<file path="src/verilog/smg_pkg.sv">
package smg_pkg;

  // register index space: byte address on the bus is four times the index
  localparam int          IDX_W         = 12;
  localparam logic [11:0] IDX_LAST      = 12'h8ff;
  localparam logic [11:0] SEC_GL_LO     = 12'h000;
  localparam logic [11:0] SEC_AR_LO     = 12'h040;
  localparam logic [11:0] SEC_BE_LO     = 12'h080;
  localparam logic [11:0] SEC_SI_LO     = 12'h0c0;
  localparam logic [11:0] SEC_EI_LO     = 12'h140;
  localparam logic [11:0] SEC_UNUSED_LO = 12'h180;
  localparam int          SEC_BYTES     = 64;

  // global section offsets
  localparam logic [5:0] OFS_ID_LOW      = 6'h00;
  localparam logic [5:0] OFS_ID_HIGH     = 6'h01;
  localparam logic [5:0] OFS_GCTRL       = 6'h02;
  localparam logic [5:0] OFS_LED         = 6'h03;
  localparam logic [5:0] OFS_LINE_ACT    = 6'h04;
  localparam logic [5:0] OFS_SREF_ACT    = 6'h05;
  localparam logic [5:0] OFS_LINE_IE     = 6'h06;
  localparam logic [5:0] OFS_LINE_IS     = 6'h07;
  localparam logic [5:0] OFS_SUB_IE      = 6'h08;
  localparam logic [5:0] OFS_SUB_IS      = 6'h09;
  localparam logic [5:0] OFS_QUE_IE      = 6'h0a;
  localparam logic [5:0] OFS_QUE_IS      = 6'h0b;
  localparam logic [5:0] OFS_BT_IE       = 6'h0c;
  localparam logic [5:0] OFS_BT_IS       = 6'h0d;
  localparam logic [5:0] OFS_CONNECT     = 6'h0e;
  localparam logic [5:0] OFS_QPRIO       = 6'h12;
  localparam logic [5:0] OFS_LINK_CFG    = 6'h30;
  localparam logic [5:0] OFS_STRAP_STAT  = 6'h31;
  localparam logic [5:0] OFS_ST_EN       = 6'h20;
  localparam logic [5:0] OFS_ST_RES      = 6'h21;
  localparam logic [5:0] OFS_SD_BURST    = 6'h3a;
  localparam logic [5:0] OFS_SD_LAT      = 6'h3b;
  localparam logic [5:0] OFS_SD_WS       = 6'h3c;
  localparam logic [5:0] OFS_SD_REF      = 6'h3d;

  // writable masks and field positions
  localparam logic [7:0] MSK_GCTRL   = 8'h07;
  localparam logic [7:0] MSK_BIT0    = 8'h01;
  localparam logic [7:0] MSK_BIT40   = 8'h11;
  localparam logic [7:0] MSK_QPRIO   = 8'h0f;
  localparam logic [7:0] MSK_SD_LAT  = 8'h07;
  localparam logic [7:0] MSK_LINKCFG = 8'h1f;
  localparam logic [7:0] MSK_ALL     = 8'hff;
  localparam logic [7:0] RST_VALUE   = 8'h00;
  localparam int GC_SOFT_RST = 0;
  localparam int GC_IRQ_MASK = 1;
  localparam int GC_REFCLK   = 2;

  // hardware-mode transmit queue size codes
  localparam logic [7:0] TXQ_640 = 8'h14;
  localparam logic [7:0] TXQ_768 = 8'h18;

  typedef enum logic [2:0] {
    SMG_SEC_GLOBAL  = 3'b000,
    SMG_SEC_ARBITER = 3'b001,
    SMG_SEC_BERT    = 3'b010,
    SMG_SEC_SERIAL  = 3'b011,
    SMG_SEC_ETHER   = 3'b100,
    SMG_SEC_NONE    = 3'b111
  } smg_sec_t;

  typedef struct packed {
    logic rmii;
    logic dce;
    logic laps_en;
    logic scramble_en;
    logic lsb_first;
  } smg_cfg_t;

  typedef struct packed {
    smg_sec_t    sel;
    logic        rd;
    logic        wr;
    logic [7:0]  ofs;
    logic [7:0]  wdata;
  } smg_sec_req_t;

endpackage

</file>
<file path="src/verilog/smg_strap_decode.sv">
`timescale 1ns/1ps
`default_nettype none
module smg_strap_decode
  import smg_pkg::*;
(
  input  wire logic       clk_i,
  input  wire logic       reset_i,
  input  wire logic       strap_config_select_i,
  input  wire logic [1:0] default_set_i,
  input  wire logic       media_iface_select_i,
  input  wire logic       link_role_select_i,
  input  wire logic       laps_encap_strap_i,
  input  wire logic       scrambler_bypass_strap_i,
  input  wire logic       bit_order_reverse_strap_i,
  output logic            hw_mode_o,
  output logic [1:0]      set_o,
  output smg_cfg_t        cfg_o,
  output logic [7:0]      txq_size_o
);

  // straps are caught once on the first edge after reset release
  logic     taken;
  logic     next_hw;
  logic [1:0] next_set;
  smg_cfg_t next_cfg;

  assign next_hw  = strap_config_select_i;
  assign next_set = default_set_i;
  assign next_cfg.rmii        = media_iface_select_i;
  assign next_cfg.dce         = link_role_select_i;
  assign next_cfg.laps_en     = laps_encap_strap_i;
  assign next_cfg.scramble_en = ~scrambler_bypass_strap_i;
  assign next_cfg.lsb_first   = bit_order_reverse_strap_i;

  always_ff @(posedge clk_i or posedge reset_i) begin
    if (reset_i) begin
      taken     <= 1'b0;
      hw_mode_o <= 1'b0;
      set_o     <= 2'b00;
      cfg_o     <= '0;
    end else if (!taken) begin
      taken     <= 1'b1;
      hw_mode_o <= next_hw;
      set_o     <= next_set;
      cfg_o     <= next_cfg;
    end
  end

  // odd sets keep the queue size of the even set below them
  assign txq_size_o = set_o[1] ? TXQ_768 : TXQ_640;

endmodule
`default_nettype wire

</file>
<file path="src/verilog/smg_global_regs.sv">
`timescale 1ns/1ps
`default_nettype none
module smg_global_regs
  import smg_pkg::*;
#(
  parameter logic [7:0] ID_LOW  = 8'h5a,  // arbitrary value
  parameter logic [7:0] ID_HIGH = 8'h01   // arbitrary value
) (
  input  wire logic         clk_i,
  input  wire logic         reset_i,
  // avalon-mm slave, byte address
  input  wire logic [13:0]  avs_address,
  input  wire logic         avs_read,
  input  wire logic         avs_write,
  input  wire logic [31:0]  avs_writedata,
  input  wire logic [3:0]   avs_byteenable,
  output logic [31:0]       avs_readdata,
  output logic              avs_waitrequest,
  // straps
  input  wire logic         strap_config_select_i,
  input  wire logic [1:0]   default_set_i,
  input  wire logic         media_iface_select_i,
  input  wire logic         link_role_select_i,
  input  wire logic         duplex_strap_i,
  input  wire logic         laps_encap_strap_i,
  input  wire logic         scrambler_bypass_strap_i,
  input  wire logic         bit_order_reverse_strap_i,
  // other sections
  output smg_sec_req_t      sec_req_o,
  input  wire logic [7:0]   sec_rdata_i,
  // status from the rest of the device
  input  wire logic [3:0]   clock_activity_i,
  input  wire logic [1:0]   line_irq_i,
  input  wire logic         subscriber_irq_i,
  input  wire logic [1:0]   queue_irq_i,
  input  wire logic         bit_tester_irq_i,
  input  wire logic         self_test_done_i,
  input  wire logic         self_test_pass_fail_i,
  // configuration out
  output smg_cfg_t          cfg_o,
  output logic              hw_mode_o,
  output logic [7:0]        hw_txq_size_o,
  output logic              duplex_strap_ok_o,
  output logic              soft_reset_o,
  output logic              irq_mask_o,
  output logic              ref_clock_output_enable_o,
  output logic              led_control_o,
  output logic [1:0]        line_irq_enable_o,
  output logic              subscriber_irq_enable_o,
  output logic [1:0]        queue_irq_enable_o,
  output logic              bit_tester_irq_enable_o,
  output logic              line_connect_o,
  output logic [3:0]        queue_priority_o,
  output logic              self_test_go_o,
  output logic [3:0]        sdram_burst_o,
  output logic [2:0]        sdram_latency_o,
  output logic              sdram_mode_write_o,
  output logic [7:0]        sdram_refresh_count_o
);

  function automatic smg_sec_t sec_of(input logic [11:0] idx);
    if (idx > IDX_LAST)
      sec_of = SMG_SEC_NONE;
    else if (idx < SEC_AR_LO)
      sec_of = SMG_SEC_GLOBAL;
    else if (idx < SEC_BE_LO)
      sec_of = SMG_SEC_ARBITER;
    else if (idx < SEC_SI_LO)
      sec_of = SMG_SEC_BERT;
    else if (idx < SEC_EI_LO)
      sec_of = SMG_SEC_SERIAL;
    else if (idx < SEC_UNUSED_LO)
      // only the indirect-access window; MAC registers stay unmapped
      sec_of = SMG_SEC_ETHER;
    else
      sec_of = SMG_SEC_NONE;
  endfunction

  // writable bits of each global location; zero means read-only or absent
  function automatic logic [7:0] wmask(input logic [5:0] ofs);
    case (ofs)
      OFS_GCTRL:    wmask = MSK_GCTRL;
      OFS_LED:      wmask = MSK_BIT0;
      OFS_LINE_IE:  wmask = MSK_BIT40;
      OFS_SUB_IE:   wmask = MSK_BIT0;
      OFS_QUE_IE:   wmask = MSK_BIT40;
      OFS_BT_IE:    wmask = MSK_BIT0;
      OFS_CONNECT:  wmask = MSK_BIT0;
      OFS_QPRIO:    wmask = MSK_QPRIO;
      OFS_ST_EN:    wmask = MSK_BIT0;
      OFS_SD_BURST: wmask = MSK_QPRIO;
      OFS_SD_LAT:   wmask = MSK_SD_LAT;
      OFS_SD_WS:    wmask = MSK_BIT0;
      OFS_SD_REF:   wmask = MSK_ALL;
      OFS_LINK_CFG: wmask = MSK_LINKCFG;
      default:      wmask = 8'h00;  // id bytes land here
    endcase
  endfunction

  // handshake: first cycle of a request is taken, second cycle answers;
  // writes land in the answering cycle, at the edge where the master sees the answer
  logic        ack;
  wire  logic  req      = avs_read | avs_write;
  wire  logic  take     = req & ~ack;
  wire  logic  done     = req & ack;
  wire  logic [11:0] idx = avs_address[13:2];
  wire  smg_sec_t    sec = sec_of(idx);
  wire  logic [5:0]  gofs = idx[5:0];
  wire  logic        gl_hit = (sec == SMG_SEC_GLOBAL);
  wire  logic        lane0  = avs_byteenable[0];
  wire  logic        gl_wr  = done & avs_write & gl_hit & lane0;
  wire  logic        gl_rd  = take & avs_read & gl_hit;
  wire  logic [7:0]  wbyte  = avs_writedata[7:0];

  assign avs_waitrequest = req & ~ack;

  always_ff @(posedge clk_i or posedge reset_i) begin
    if (reset_i)
      ack <= 1'b0;
    else
      ack <= take;
  end

  // reads are forwarded in the taking cycle, writes in the answering one
  wire logic [11:0] sec_base =
    (sec == SMG_SEC_ARBITER) ? SEC_AR_LO :
    (sec == SMG_SEC_BERT)    ? SEC_BE_LO :
    (sec == SMG_SEC_SERIAL)  ? SEC_SI_LO :
    (sec == SMG_SEC_ETHER)   ? SEC_EI_LO : SEC_GL_LO;
  wire logic [11:0] sec_rel = idx - sec_base;
  wire logic        fwd = (sec != SMG_SEC_GLOBAL) & (sec != SMG_SEC_NONE);

  assign sec_req_o.sel   = fwd ? sec : SMG_SEC_NONE;
  assign sec_req_o.rd    = take & avs_read & fwd;
  assign sec_req_o.wr    = done & avs_write & fwd & lane0;
  assign sec_req_o.ofs   = sec_rel[7:0];
  assign sec_req_o.wdata = wbyte;

  // writable global registers
  logic [7:0] gctrl;
  logic [7:0] led;
  logic [7:0] line_ie;
  logic [7:0] sub_ie;
  logic [7:0] que_ie;
  logic [7:0] bt_ie;
  logic [7:0] connect;
  logic [7:0] qprio;
  logic [7:0] st_en;
  logic [7:0] sd_burst;
  logic [7:0] sd_lat;
  logic [7:0] sd_ws;
  logic [7:0] sd_ref;
  logic [7:0] link_cfg;

  wire logic [7:0] wm = wmask(gofs) & wbyte;

  always_ff @(posedge clk_i or posedge reset_i) begin
    if (reset_i) begin
      gctrl    <= RST_VALUE;
      led      <= RST_VALUE;
      line_ie  <= RST_VALUE;
      sub_ie   <= RST_VALUE;
      que_ie   <= RST_VALUE;
      bt_ie    <= RST_VALUE;
      connect  <= RST_VALUE;
      qprio    <= RST_VALUE;
      st_en    <= RST_VALUE;
      sd_burst <= RST_VALUE;
      sd_lat   <= RST_VALUE;
      sd_ws    <= RST_VALUE;
      sd_ref   <= RST_VALUE;
      link_cfg <= RST_VALUE;
    end else if (gl_wr) begin
      case (gofs)
        OFS_GCTRL:    gctrl    <= wm;
        OFS_LED:      led      <= wm;
        OFS_LINE_IE:  line_ie  <= wm;
        OFS_SUB_IE:   sub_ie   <= wm;
        OFS_QUE_IE:   que_ie   <= wm;
        OFS_BT_IE:    bt_ie    <= wm;
        OFS_CONNECT:  connect  <= wm;
        OFS_QPRIO:    qprio    <= wm;
        OFS_ST_EN:    st_en    <= wm;
        OFS_SD_BURST: sd_burst <= wm;
        OFS_SD_LAT:   sd_lat   <= wm;
        OFS_SD_WS:    sd_ws    <= wm;
        OFS_SD_REF:   sd_ref   <= wm;
        OFS_LINK_CFG: link_cfg <= wm;
        default:      ;  // read-only and reserved locations ignore writes
      endcase
    end
  end

  // latched clock-activity bits: line rx/tx at 4/0, sys-ref at 1/0
  logic [7:0] line_act;
  logic [7:0] sref_act;
  wire logic [7:0] line_ev = {3'b000, clock_activity_i[3], 3'b000, clock_activity_i[2]};
  wire logic [7:0] sref_ev = {6'b000000, clock_activity_i[1:0]};
  wire logic rd_line_act = gl_rd & (gofs == OFS_LINE_ACT);
  wire logic rd_sref_act = gl_rd & (gofs == OFS_SREF_ACT);

  // the read returns the value before clearing; an event in the
  // clearing cycle survives because set wins
  always_ff @(posedge clk_i or posedge reset_i) begin
    if (reset_i) begin
      line_act <= RST_VALUE;
      sref_act <= RST_VALUE;
    end else begin
      line_act <= (rd_line_act ? 8'h00 : line_act) | line_ev;
      sref_act <= (rd_sref_act ? 8'h00 : sref_act) | sref_ev;
    end
  end

  // straps and hardware mode
  logic       hw_mode;
  logic [1:0] hw_set;
  smg_cfg_t   hw_cfg;
  logic [7:0] hw_txq;

  smg_strap_decode u_strap (
    .clk_i                     (clk_i),
    .reset_i                   (reset_i),
    .strap_config_select_i     (strap_config_select_i),
    .default_set_i             (default_set_i),
    .media_iface_select_i      (media_iface_select_i),
    .link_role_select_i        (link_role_select_i),
    .laps_encap_strap_i        (laps_encap_strap_i),
    .scrambler_bypass_strap_i  (scrambler_bypass_strap_i),
    .bit_order_reverse_strap_i (bit_order_reverse_strap_i),
    .hw_mode_o                 (hw_mode),
    .set_o                     (hw_set),
    .cfg_o                     (hw_cfg),
    .txq_size_o                (hw_txq)
  );

  smg_cfg_t sw_cfg;
  assign sw_cfg.rmii        = link_cfg[0];
  assign sw_cfg.dce         = link_cfg[1];
  assign sw_cfg.laps_en     = link_cfg[2];
  assign sw_cfg.scramble_en = ~link_cfg[3];
  assign sw_cfg.lsb_first   = link_cfg[4];

  // the board is trusted to strap full duplex; only reported here
  logic duplex_ok;
  always_ff @(posedge clk_i or posedge reset_i) begin
    if (reset_i)
      duplex_ok <= 1'b0;
    else
      duplex_ok <= duplex_strap_i;
  end

  always_ff @(posedge clk_i or posedge reset_i) begin
    if (reset_i) begin
      cfg_o         <= '0;
      hw_txq_size_o <= RST_VALUE;
    end else begin
      cfg_o         <= hw_mode ? hw_cfg : sw_cfg;
      hw_txq_size_o <= hw_txq;
    end
  end

  assign hw_mode_o         = hw_mode;
  assign duplex_strap_ok_o = duplex_ok;

  // register-sourced outputs
  assign soft_reset_o              = gctrl[GC_SOFT_RST];
  assign irq_mask_o                = gctrl[GC_IRQ_MASK];
  assign ref_clock_output_enable_o = gctrl[GC_REFCLK];
  assign led_control_o             = led[0];
  assign line_irq_enable_o         = {line_ie[4], line_ie[0]};
  assign subscriber_irq_enable_o   = sub_ie[0];
  assign queue_irq_enable_o        = {que_ie[4], que_ie[0]};
  assign bit_tester_irq_enable_o   = bt_ie[0];
  assign line_connect_o            = connect[0];
  assign queue_priority_o          = qprio[3:0];
  assign self_test_go_o            = st_en[0];
  assign sdram_burst_o             = sd_burst[3:0];
  assign sdram_latency_o           = sd_lat[2:0];
  assign sdram_mode_write_o        = sd_ws[0];
  assign sdram_refresh_count_o     = sd_ref;

  // global read mux; reserved bits and locations read as zero
  logic [7:0] gl_rdata;
  always_comb begin
    gl_rdata = 8'h00;
    case (gofs)
      OFS_ID_LOW:     gl_rdata = ID_LOW;
      OFS_ID_HIGH:    gl_rdata = ID_HIGH;
      OFS_GCTRL:      gl_rdata = gctrl;
      OFS_LED:        gl_rdata = led;
      OFS_LINE_ACT:   gl_rdata = line_act;
      OFS_SREF_ACT:   gl_rdata = sref_act;
      OFS_LINE_IE:    gl_rdata = line_ie;
      OFS_LINE_IS:    gl_rdata = {3'b000, line_irq_i[1], 3'b000, line_irq_i[0]};
      OFS_SUB_IE:     gl_rdata = sub_ie;
      OFS_SUB_IS:     gl_rdata = {7'h00, subscriber_irq_i};
      OFS_QUE_IE:     gl_rdata = que_ie;
      OFS_QUE_IS:     gl_rdata = {3'b000, queue_irq_i[1], 3'b000, queue_irq_i[0]};
      OFS_BT_IE:      gl_rdata = bt_ie;
      OFS_BT_IS:      gl_rdata = {7'h00, bit_tester_irq_i};
      OFS_CONNECT:    gl_rdata = connect;
      OFS_QPRIO:      gl_rdata = qprio;
      OFS_ST_EN:      gl_rdata = st_en;
      OFS_ST_RES:     gl_rdata = {6'h00, self_test_done_i, self_test_pass_fail_i};
      OFS_SD_BURST:   gl_rdata = sd_burst;
      OFS_SD_LAT:     gl_rdata = sd_lat;
      OFS_SD_WS:      gl_rdata = sd_ws;
      OFS_SD_REF:     gl_rdata = sd_ref;
      OFS_LINK_CFG:   gl_rdata = link_cfg;
      OFS_STRAP_STAT: gl_rdata = {5'h00, hw_set, hw_mode};
      default:        gl_rdata = 8'h00;
    endcase
  end

  wire logic [7:0] any_rdata =
    gl_hit ? gl_rdata :
    fwd    ? sec_rdata_i : 8'h00;

  // read data captured at the taking edge and held through the answer
  always_ff @(posedge clk_i or posedge reset_i) begin
    if (reset_i)
      avs_readdata <= 32'h0000_0000;
    else if (take && avs_read)
      avs_readdata <= {24'h00_0000, any_rdata};
  end

endmodule
`default_nettype wire

</file>
<file path="config.mk">
export PLATFORM = sky130hd
export DESIGN_NAME = smg_global_regs
export DESIGN_NICKNAME = d
export VERILOG_FILES = /design/src/verilog/smg_pkg.sv /design/src/verilog/smg_strap_decode.sv /design/src/verilog/smg_global_regs.sv
export SDC_FILE = /design/constraint.sdc
export NUM_CORES = 1
export LEC_CHECK = 0
export BUFFER_PORTS_ARGS = -buffer_cell sky130_fd_sc_hd__buf_2
export CAP_MARGIN = 20
export CORE_MARGIN = 1.5
export CORE_UTILIZATION = 53
export DETAILED_ROUTE_END_ITERATION = 7
export PLACE_DENSITY = 0.81
export REMOVE_ABC_BUFFERS = 1
export SYNTH_ARGS = -nofsm -noshare
export SYNTH_HDL_FRONTEND = slang
export SYNTH_SLANG_ARGS = --single-unit
</file>
<file path="constraint.sdc">
create_clock -name clk_i -period 5.7 [get_ports clk_i]
set_clock_uncertainty 0.15 [all_clocks]
set_input_delay 0 -clock clk_i [delete_from_list [all_inputs] [get_ports clk_i]]
set_output_delay 0 -clock clk_i [all_outputs]
set_load 0.005 [all_outputs]
</file>
==> results of run 1 <==
[worst paths after layout]
path,from,endpoint
worst max-delay path,avs_address[6],sdram_refresh_count_o[6]
worst min-delay path,avs_writedata[0],sec_req_o[0]
worst max register to register,ack,link_cfg[4]
worst min register to register,u_strap.set_o[1],hw_txq_size_o[3]
max in group asynchronous,reset_i,bt_ie[7]
min in group asynchronous,reset_i,duplex_strap_ok_o
[metrics by stage]
stage | worst slack, ps | power, uW | cell area (um2) | utilization [%] | hold WS (ps)
6_report | 3000 | 2310 | 7920 | 65.4 | 56.0
5_1_grt | 2910 | 2380 | 7920 | 65.4 | 67.3
4_1_cts | 3060 | 2310 | 7920 | 65.4 | 33.6
3_5_place_dp | 3030 | 1190 | 7010 | 57.9 | -34.2
3_3_place_gp | 2920 | 1180 | 7000 | 57.8 | -36.7
2_1_floorplan | 1740 | 1120 | 6150 | - | -150
[per-layer routing]
layer,GRT usage (%),wire [um],vias up
met5,0,0,-
met4,12.2,535,0
met3,8.59,1950,54
met2,47.1,8830,338
met1,36.6,7240,2596
li1,-,-,2342
[synth_stat cells (all sizes together) (4+ instances only)]
| cell type | instances |
|---|---|
| nand2b | 5 |
| mux2i | 8 |
| nor2 | 22 |
| nand3 | 14 |
| nand2 | 63 |
| nand4 | 8 |
| mux2 | 20 |
| o21ai | 49 |
| clkbuf | 13 |
| nor4 | 8 |
| a221oi | 5 |
| nor3 | 12 |
| a22o | 5 |
| and2 | 76 |
| dfrtp | 142 |
| a22oi | 38 |
| a21o | 4 |
| a21oi | 12 |
| buf | 72 |
| inv | 10 |
| a221o | 4 |
[power groups by stage]
| stage | clock (uW) | sequential, uW | combinational (uW) |
|---|---|---|---|
| global placement | 0 | 1050 | 133 |
| global route | 1180 | 1030 | 172 |
| finish | 1130 | 1030 | 156 |
| detailed placement | 0 | 1050 | 137 |
| floorplan | 0 | 1050 | 65.5 |
| CTS | 1130 | 1030 | 155 |
[critical path: stages]
cell,delay [ps]
dlygate4sd3_1,520
buf_2,350
nand2_2,220
nor3_2,740
nand2_1,570
mux2_2,440
[final cells by class]
class / count / share of cell area (%)
Sequential cell: 142 / 44.9
Multi-Input combinational cell: 415 / 32.3
Timing Repair Buffer: 160 / 12.2
Clock buffer: 24 / 6.08
Tap cell: 168 / 2.65
Clock inverter: 7 / 1.39
Inverter: 10 / 0.537
[cell families after synthesis]
group | count (synthesis)
multiplexers | 28
adder cells (fa/ha/maj) | 1
AND/OR/NAND/NOR | 225
flip-flops | 142
AO/OA/AOI/OAI | 130
buffers and inverters | 95
other | 2
XOR/XNOR | 1
==> results, run 1 <==
- The number of buffers added by the clock tree synthesis step is 17.
- The unique cell type count in the Yosys netlist is 52.
- The worst path needs 2700 ps of the cycle, external delays included.
- The highest clock frequency the design can meet is 0.370 GHz.
- The top-level I/O count is around 180.
- In the global route stage, overall resource usage came out at slightly below 30%.
- The xor/xnor cell area share of the yosys netlist is less than 1%.
- The fraction of the mapped netlist area in simple logic gates is between 10% and 20%.
- Summing all multi-input logic gate instances after layout gives ~2600 um2.
- The worst hold path class is primary input to output port.
- The total via count after detailed routing is 5330.
- In the layout the commonest cells are 142 x dfrtp_1, 126 x buf_2, 76 x and2_1.
- The overall overflow remaining after global route is 0.
- The initial antenna violation count is 0.
- The cell taking the most area after synthesis is dfrtp_1.
- Setup repair after global routing left no endpoint under its margin.
- The share of total power in combinational logic is 6.8%.
- The number of hold buffers added after CTS was 32.
- The post-CTS resize count is 0.
- The total setup violations reported at the end of the flow is 0.
- The average routed wire per standard cell is 20.0 um.
- Among all flip-flop cells after synthesis, the most frequent one is dfrtp_1.
- The total count of hold-check failures in the final report is 0.
- The first global-routing pass estimated roughly 28000 um of wire.
- The tightest slew margin relative to the limit is 31.3%.
- The nature of the critical path endpoint is a register.
- Of all nets on the critical path, the largest fanout is 18.
- TritonCTS built the clock tree.
- In the final layout, flip-flops and latches occupy between 3000 and 4000 um2.
- The number of synthesized register bits is between 100 and 150.
- From synthesis to final layout, the design area changed by 19.5%.
- The share of async-settable or async-resettable flops after synthesis is 100%.
- For the worst setup path, the data arrival time is roughly 2900 ps.
- After detailed placement, the design holds a cell count of 863.
- In this run the power density over the cells is 292 nW/um2.
- The most frequent standard cell in the layout excluding fill and tap cells is dfrtp_1.
- The peak supply drop is 196 uV.
- Net switching is 22.1% of the power.
- The total negative slack is 0 ps.
- The deepest clock path buffer count is 2.
- The synthesized netlist occupies a cell area of 6630 um2.
- The critical path in this run is classified as primary input to register.
- The number of max-cap violations is 0.
- For the worst setup path, the data required time is 5860 ps.
- The placer's final routability congestion estimate is 0.926.
- The top cell type's share of synthesized area is 53.6%.
- The share of the Yosys chip area taken by registers is 53.6%.
- After the first detailed-routing iteration, the DRC count stood at 487.
- The die boundary width is 115 um.
- The worst setup path is launched from a primary input.
- The pre-antenna-repair detailed-routing pass consisted of 7 iterations.
- The H-tree was split into 4 levels.
- The non-filler instance count after layout is 926.
- Counting every sink on the clock net gives 142.
- The combinational family with the most area after synthesis is simple AND/OR/NAND/NOR gates.
- The post-synthesis instance total is roughly 620.
- From bottom edge to top edge, the die measures ~110 um.
- In the synthesized netlist, mux cells make up 4.61% of the area.
- The detailed-route vias per instance is between 5 and 6.
- The number of antenna diodes in the final layout is 0.
- The count of cells along the worst hold path is 2.
- Of the available clock period, the critical path in the final layout requires 47.4%.
- The clock transition at the registers of the reported paths is 60 ps.
- Row generation in the floorplan step produced 40 rows.
- The power share of the sequential group is roughly 45%.
- The initial core utilization is 54.7%.
- The pin count of the biggest net entering global routing is between 90 and 100.
- The half-perimeter wire length after detailed placement is between 10000 and 15000 um.
- Summing the areas of all compound-gate instances in the mapped netlist gives 12.9% of the synthesized area.
- The run finished with clean final reports.
- Across all register-to-register paths, the minimum setup slack is 3220 ps.
- The area of the die is 13200 um2.
- The final net count is 830.
- The clock root buffer is clkbuf_16.
- Per report_power, the clock group accounts for 48.6% of the total.
- The remaining antenna violation count is 0.
- The number of max-slew violations in the final report is 0.
- After floorplanning, the core was sized to cover ~12000 um2.
- The switching power total is between 500 and 600 uW.
- Of the total synthesized cell area, the portion taken by full adders, half adders and majority gates is 0.189%.
- Yosys printed 0 warnings.
- The synthesized area per cell is roughly 11 um2.
- The worst register-to-register path has a depth of 4.
- In the final layout, the share of cells above drive strength 1 is 25.5%.
- At the pin with the least slew margin, the transition time is 1020 ps.
- Cell internal power was estimated by the tool at 1800 uW.
- Port buffering added about 130 buffers.
- Yosys attributes the largest share of cell area to dfrtp_1 54%, and2_1 7.2%, buf_4 6.9%.
- The leakage power total is 0.00382 uW.
- Clock latency on the worst-skew pair, taken at its later pin, is 430 ps.
- The number of setup buffers added after CTS is 0.
- The total wirelength of the detailed-routed design is 18600 um.
- The DRC violations left is 0.
- The layout has between 900 and 1000 filler cells.
- The via count of the first global-routing pass was 5090.
- Yosys mapped a number of flops with a built-in enable equal to 0.
Power figures use the tool's default switching activity.
==> inputs of run 2 (changes only) <==
--- a/config.mk
+++ b/config.mk
@@ -8,9 +8,9 @@
 export BUFFER_PORTS_ARGS = -buffer_cell sky130_fd_sc_hd__buf_2
 export CAP_MARGIN = 20
 export CORE_MARGIN = 1.5
-export CORE_UTILIZATION = 53
+export CORE_UTILIZATION = 47
 export DETAILED_ROUTE_END_ITERATION = 7
-export PLACE_DENSITY = 0.81
+export PLACE_DENSITY = 0.76
 export REMOVE_ABC_BUFFERS = 1
 export SYNTH_ARGS = -nofsm -noshare
 export SYNTH_HDL_FRONTEND = slang
==> constraint.sdc (replaced) <==
create_clock -name clk_i -period 2.3 [get_ports clk_i]
set_clock_uncertainty 0.15 [all_clocks]
set_input_delay 0 -clock clk_i [delete_from_list [all_inputs] [get_ports clk_i]]
set_output_delay 0 -clock clk_i [all_outputs]
set_load 0.005 [all_outputs]
==> run 2 against run 1 <==
Compared with the run above:
- flip-flop and latch count did not move
- die area rose by 12%
- critical path depth did not move
- cell area rose by 4.3%
- core utilization fell by 5.7 points
- critical path type is now register to register
- final cell count rose by 5.0%
==> results, run 2 (synthesis gave the netlist of run 1 again) <==
- The critical path data arrival time was 2260 ps (-600 ps).
- The wire length of the first global-routing pass is 29400 um (+4.1%).
- The total wirelength of the detailed-routed design is 19300 um (+4.0%).
- The clock root buffer is clkbuf_16.
- The total setup violations reported at the end of the flow is 0 (unchanged).
- The switching share of power was 22.1% (about the same).
- The final standard cell utilization of the core is 59.7% (-5.7 points).
- The switching power total is 1300 uW (+150%).
- The die boundary width is 122 um (+6.0%).
- Based on the critical path, the design can be clocked at up to between 0.4 and 0.5 GHz.
- The total count of hold-check failures in the final report is 0 (unchanged).
- The DRC violations left is 0 (unchanged).
- The leakage power total is 0.00398 uW (+4.0%).
- The number of levels the H-tree was split into is 4 (unchanged).
- The number of buffers added by the clock tree synthesis step is 17 (unchanged).
- The flow ran to the end, and the final reports show no timing, DRC or antenna violations.
- The power share of the sequential group is 43.6% (-1.0 points).
- The average routed wire per standard cell is 19.9 um (-0.92%).
- The pin count of the biggest net entering global routing is 60 (-39%).
- The half-perimeter wire length after detailed placement was 13500 um (+8.4%).
- The final net count is 864 (+4.1%).
- The deepest clock path buffer count is 2 (unchanged).
- The chip height is 122 um (+6.0%).
- The core box area is 13800 um2 (+14%).
- The part of the total power dissipated in the clock network is 49.4% (+0.8 points).
- The minimum clock period after layout is 2110 ps.
- The total negative slack is 0 ps (unchanged).
- The overall routing resource usage is 26.6% (-2.5 points).
- The initial core utilization was 47.9% (-6.8 points).
- The top cell types in the final layout, fill and taps aside, are 142 x dfrtp_1, 125 x buf_2, 76 x and2_1.
- The share of post-route cells with drive strength above 1 is 28.4% (+2.9 points).
- The peak supply drop came to 558 uV (+190%).
- The overall overflow remaining after global route is 0 (unchanged).
- The total via count after detailed routing is 5461 (+2.5%).
- The placer's final routability congestion estimate is 0.934 (+0.81%).
- The transition at the pin with the smallest max-transition slack came to 559 ps (-463 ps).
- The power per cell area is 711 nW/um2 (+140%).
- The number of buffers inserted by port buffering is 125 (unchanged).
- The highest net fanout along the worst path is 10 (-8).
- The number of placement rows is 43 (+7.5%).
- The pre-CTS worst setup slack was 188 ps (-2840 ps).
- The final critical path takes up slightly above 90% of the cycle.
- The via count of the first global-routing pass is 5361 (+5.3%).
- The detailed-route vias per instance is 5.62 (-2.4%).
- The number of max-cap violations was 0 (unchanged).
- The initial antenna violation count is 0 (unchanged).
- The total power is 5880 uW (+150%).
- The kind of launch point of the worst setup path is a register.
- The insertion delay to the later sink of the worst-skew pair is 420 ps (about the same).
- The number of DRC markers after the initial detailed-route iteration is 531 (+9.0%).
- The area of the die was 14800 um2 (+12%).
- The final worst hold slack is 43.4 ps (-12.6 ps).
- The number of iterations in the first detailed-routing pass was 6 (-1).
- The nature of the critical path endpoint is a register.
- The remaining antenna violation count came to 0 (unchanged).
- The area added between synthesis and finish is 24.6%.
- The worst path setup slack after routing was 190 ps (-2810 ps).
- The top-level I/O count is 184 (unchanged).
- The share of total power in combinational logic is 7.1% (+0.3 points).
- The clock tree from TritonCTS is built.
- The clock transition at the registers of the reported paths is 60 ps (about the same).
- The tightest slew margin relative to the limit is 62.4% (+31 points).
- The number of max-slew violations in the final report came to 0 (unchanged).
- The most frequent standard cell in the layout excluding fill and tap cells is dfrtp_1.
- The worst hold path class is primary input to async pin.
- The clock sink count is 142 (unchanged).
- The critical path class is register to register.
- The cell-internal power is 4580 uW (+150%).
- Setup repair after global routing left no endpoint under its margin.
- The required time of the critical path came to 2450 ps (-3410 ps).
- The number of inserted diodes came to 0 (unchanged).
## run 2: cell count changes in the layout (fill, tap and decap cells not counted), moves of 2 or more
| cell | before | now |
|---|---|---|
| clkbuf_1 | 4 | 2 |
| dlygate4sd3_1 | 32 | 38 |
| clkinv_2 | 4 | 2 |
| buf_4 | 2 | 30 |
| clkinvlp_4 | 0 | 3 |
## run 2: per-stage QoR
step	area [um2]	cells
2_1_floorplan	6150	567
3_3_place_gp	7250	903
3_5_place_dp	7250	903
4_1_cts	8250	972
5_1_grt	8260	972
6_report	8260	972
## run 2: metal layers
metal / global-route usage, % / vias up / share of wire, %
met5: 0 / - / 0
met4: 13.5 / 0 / 4.0
met3: 5.38 / 52 / 8.0
met2: 43.5 / 317 / 48
met1: 33.4 / 2684 / 40
li1: - / 2408 / -
## run 2: repair_timing
| item | 4_1_cts | 5_1_grt |
|---|---|---|
| resized for setup | 0 | 2 |
| setup buffers | 0 | 0 |
| setup endpoints to repair | 0 | 7 |
| hold buffers | 38 | 0 |
| endpoints found under the hold margin | 169 | 0 |
## run 2: final cells by class
type | instances | area, um2
Inverter | 10 | 42.5
Clock inverter | 10 | 161
Timing Repair Buffer | 194 | 1250
Tap cell | 180 | 225
Fill cell | 1094 | 5570
Multi-Input combinational cell | 415 | 2560
Sequential cell | 142 | 3550
Clock buffer | 21 | 460
## run 2: power groups by stage
stage,Combinational (uW),Clock (uW),Sequential (uW)
after floorplan,162,0,2600
after global placement,354,0,2600
after detailed placement,362,0,2600
after CTS,410,2920,2560
after global routing,456,3030,2560
final,414,2900,2560
## run 2: worst paths after layout
check	from	end	slack, ps	depth (start not counted)
min in group clk_i	avs_writedata[0]	sec_req_o[0]	40	2
max reg2reg	ack	sref_act[0]	190	6
min	reset_i	duplex_strap_ok_o	40	3
max in group asynchronous	reset_i	connect[7]	1250	4
max	ack	sref_act[0]	190	6
min reg2reg	u_strap.set_o[1]	hw_txq_size_o[3]	260	0
## run 2: worst max-delay path, cell delays in order, from the launching register on
cell and delay (ps):
dfrtp_1 390, nand2b_1 160, buf_4 180, nor4_2 240
nand2_1 140, a21o_1 180, dlygate4sd3_1 550
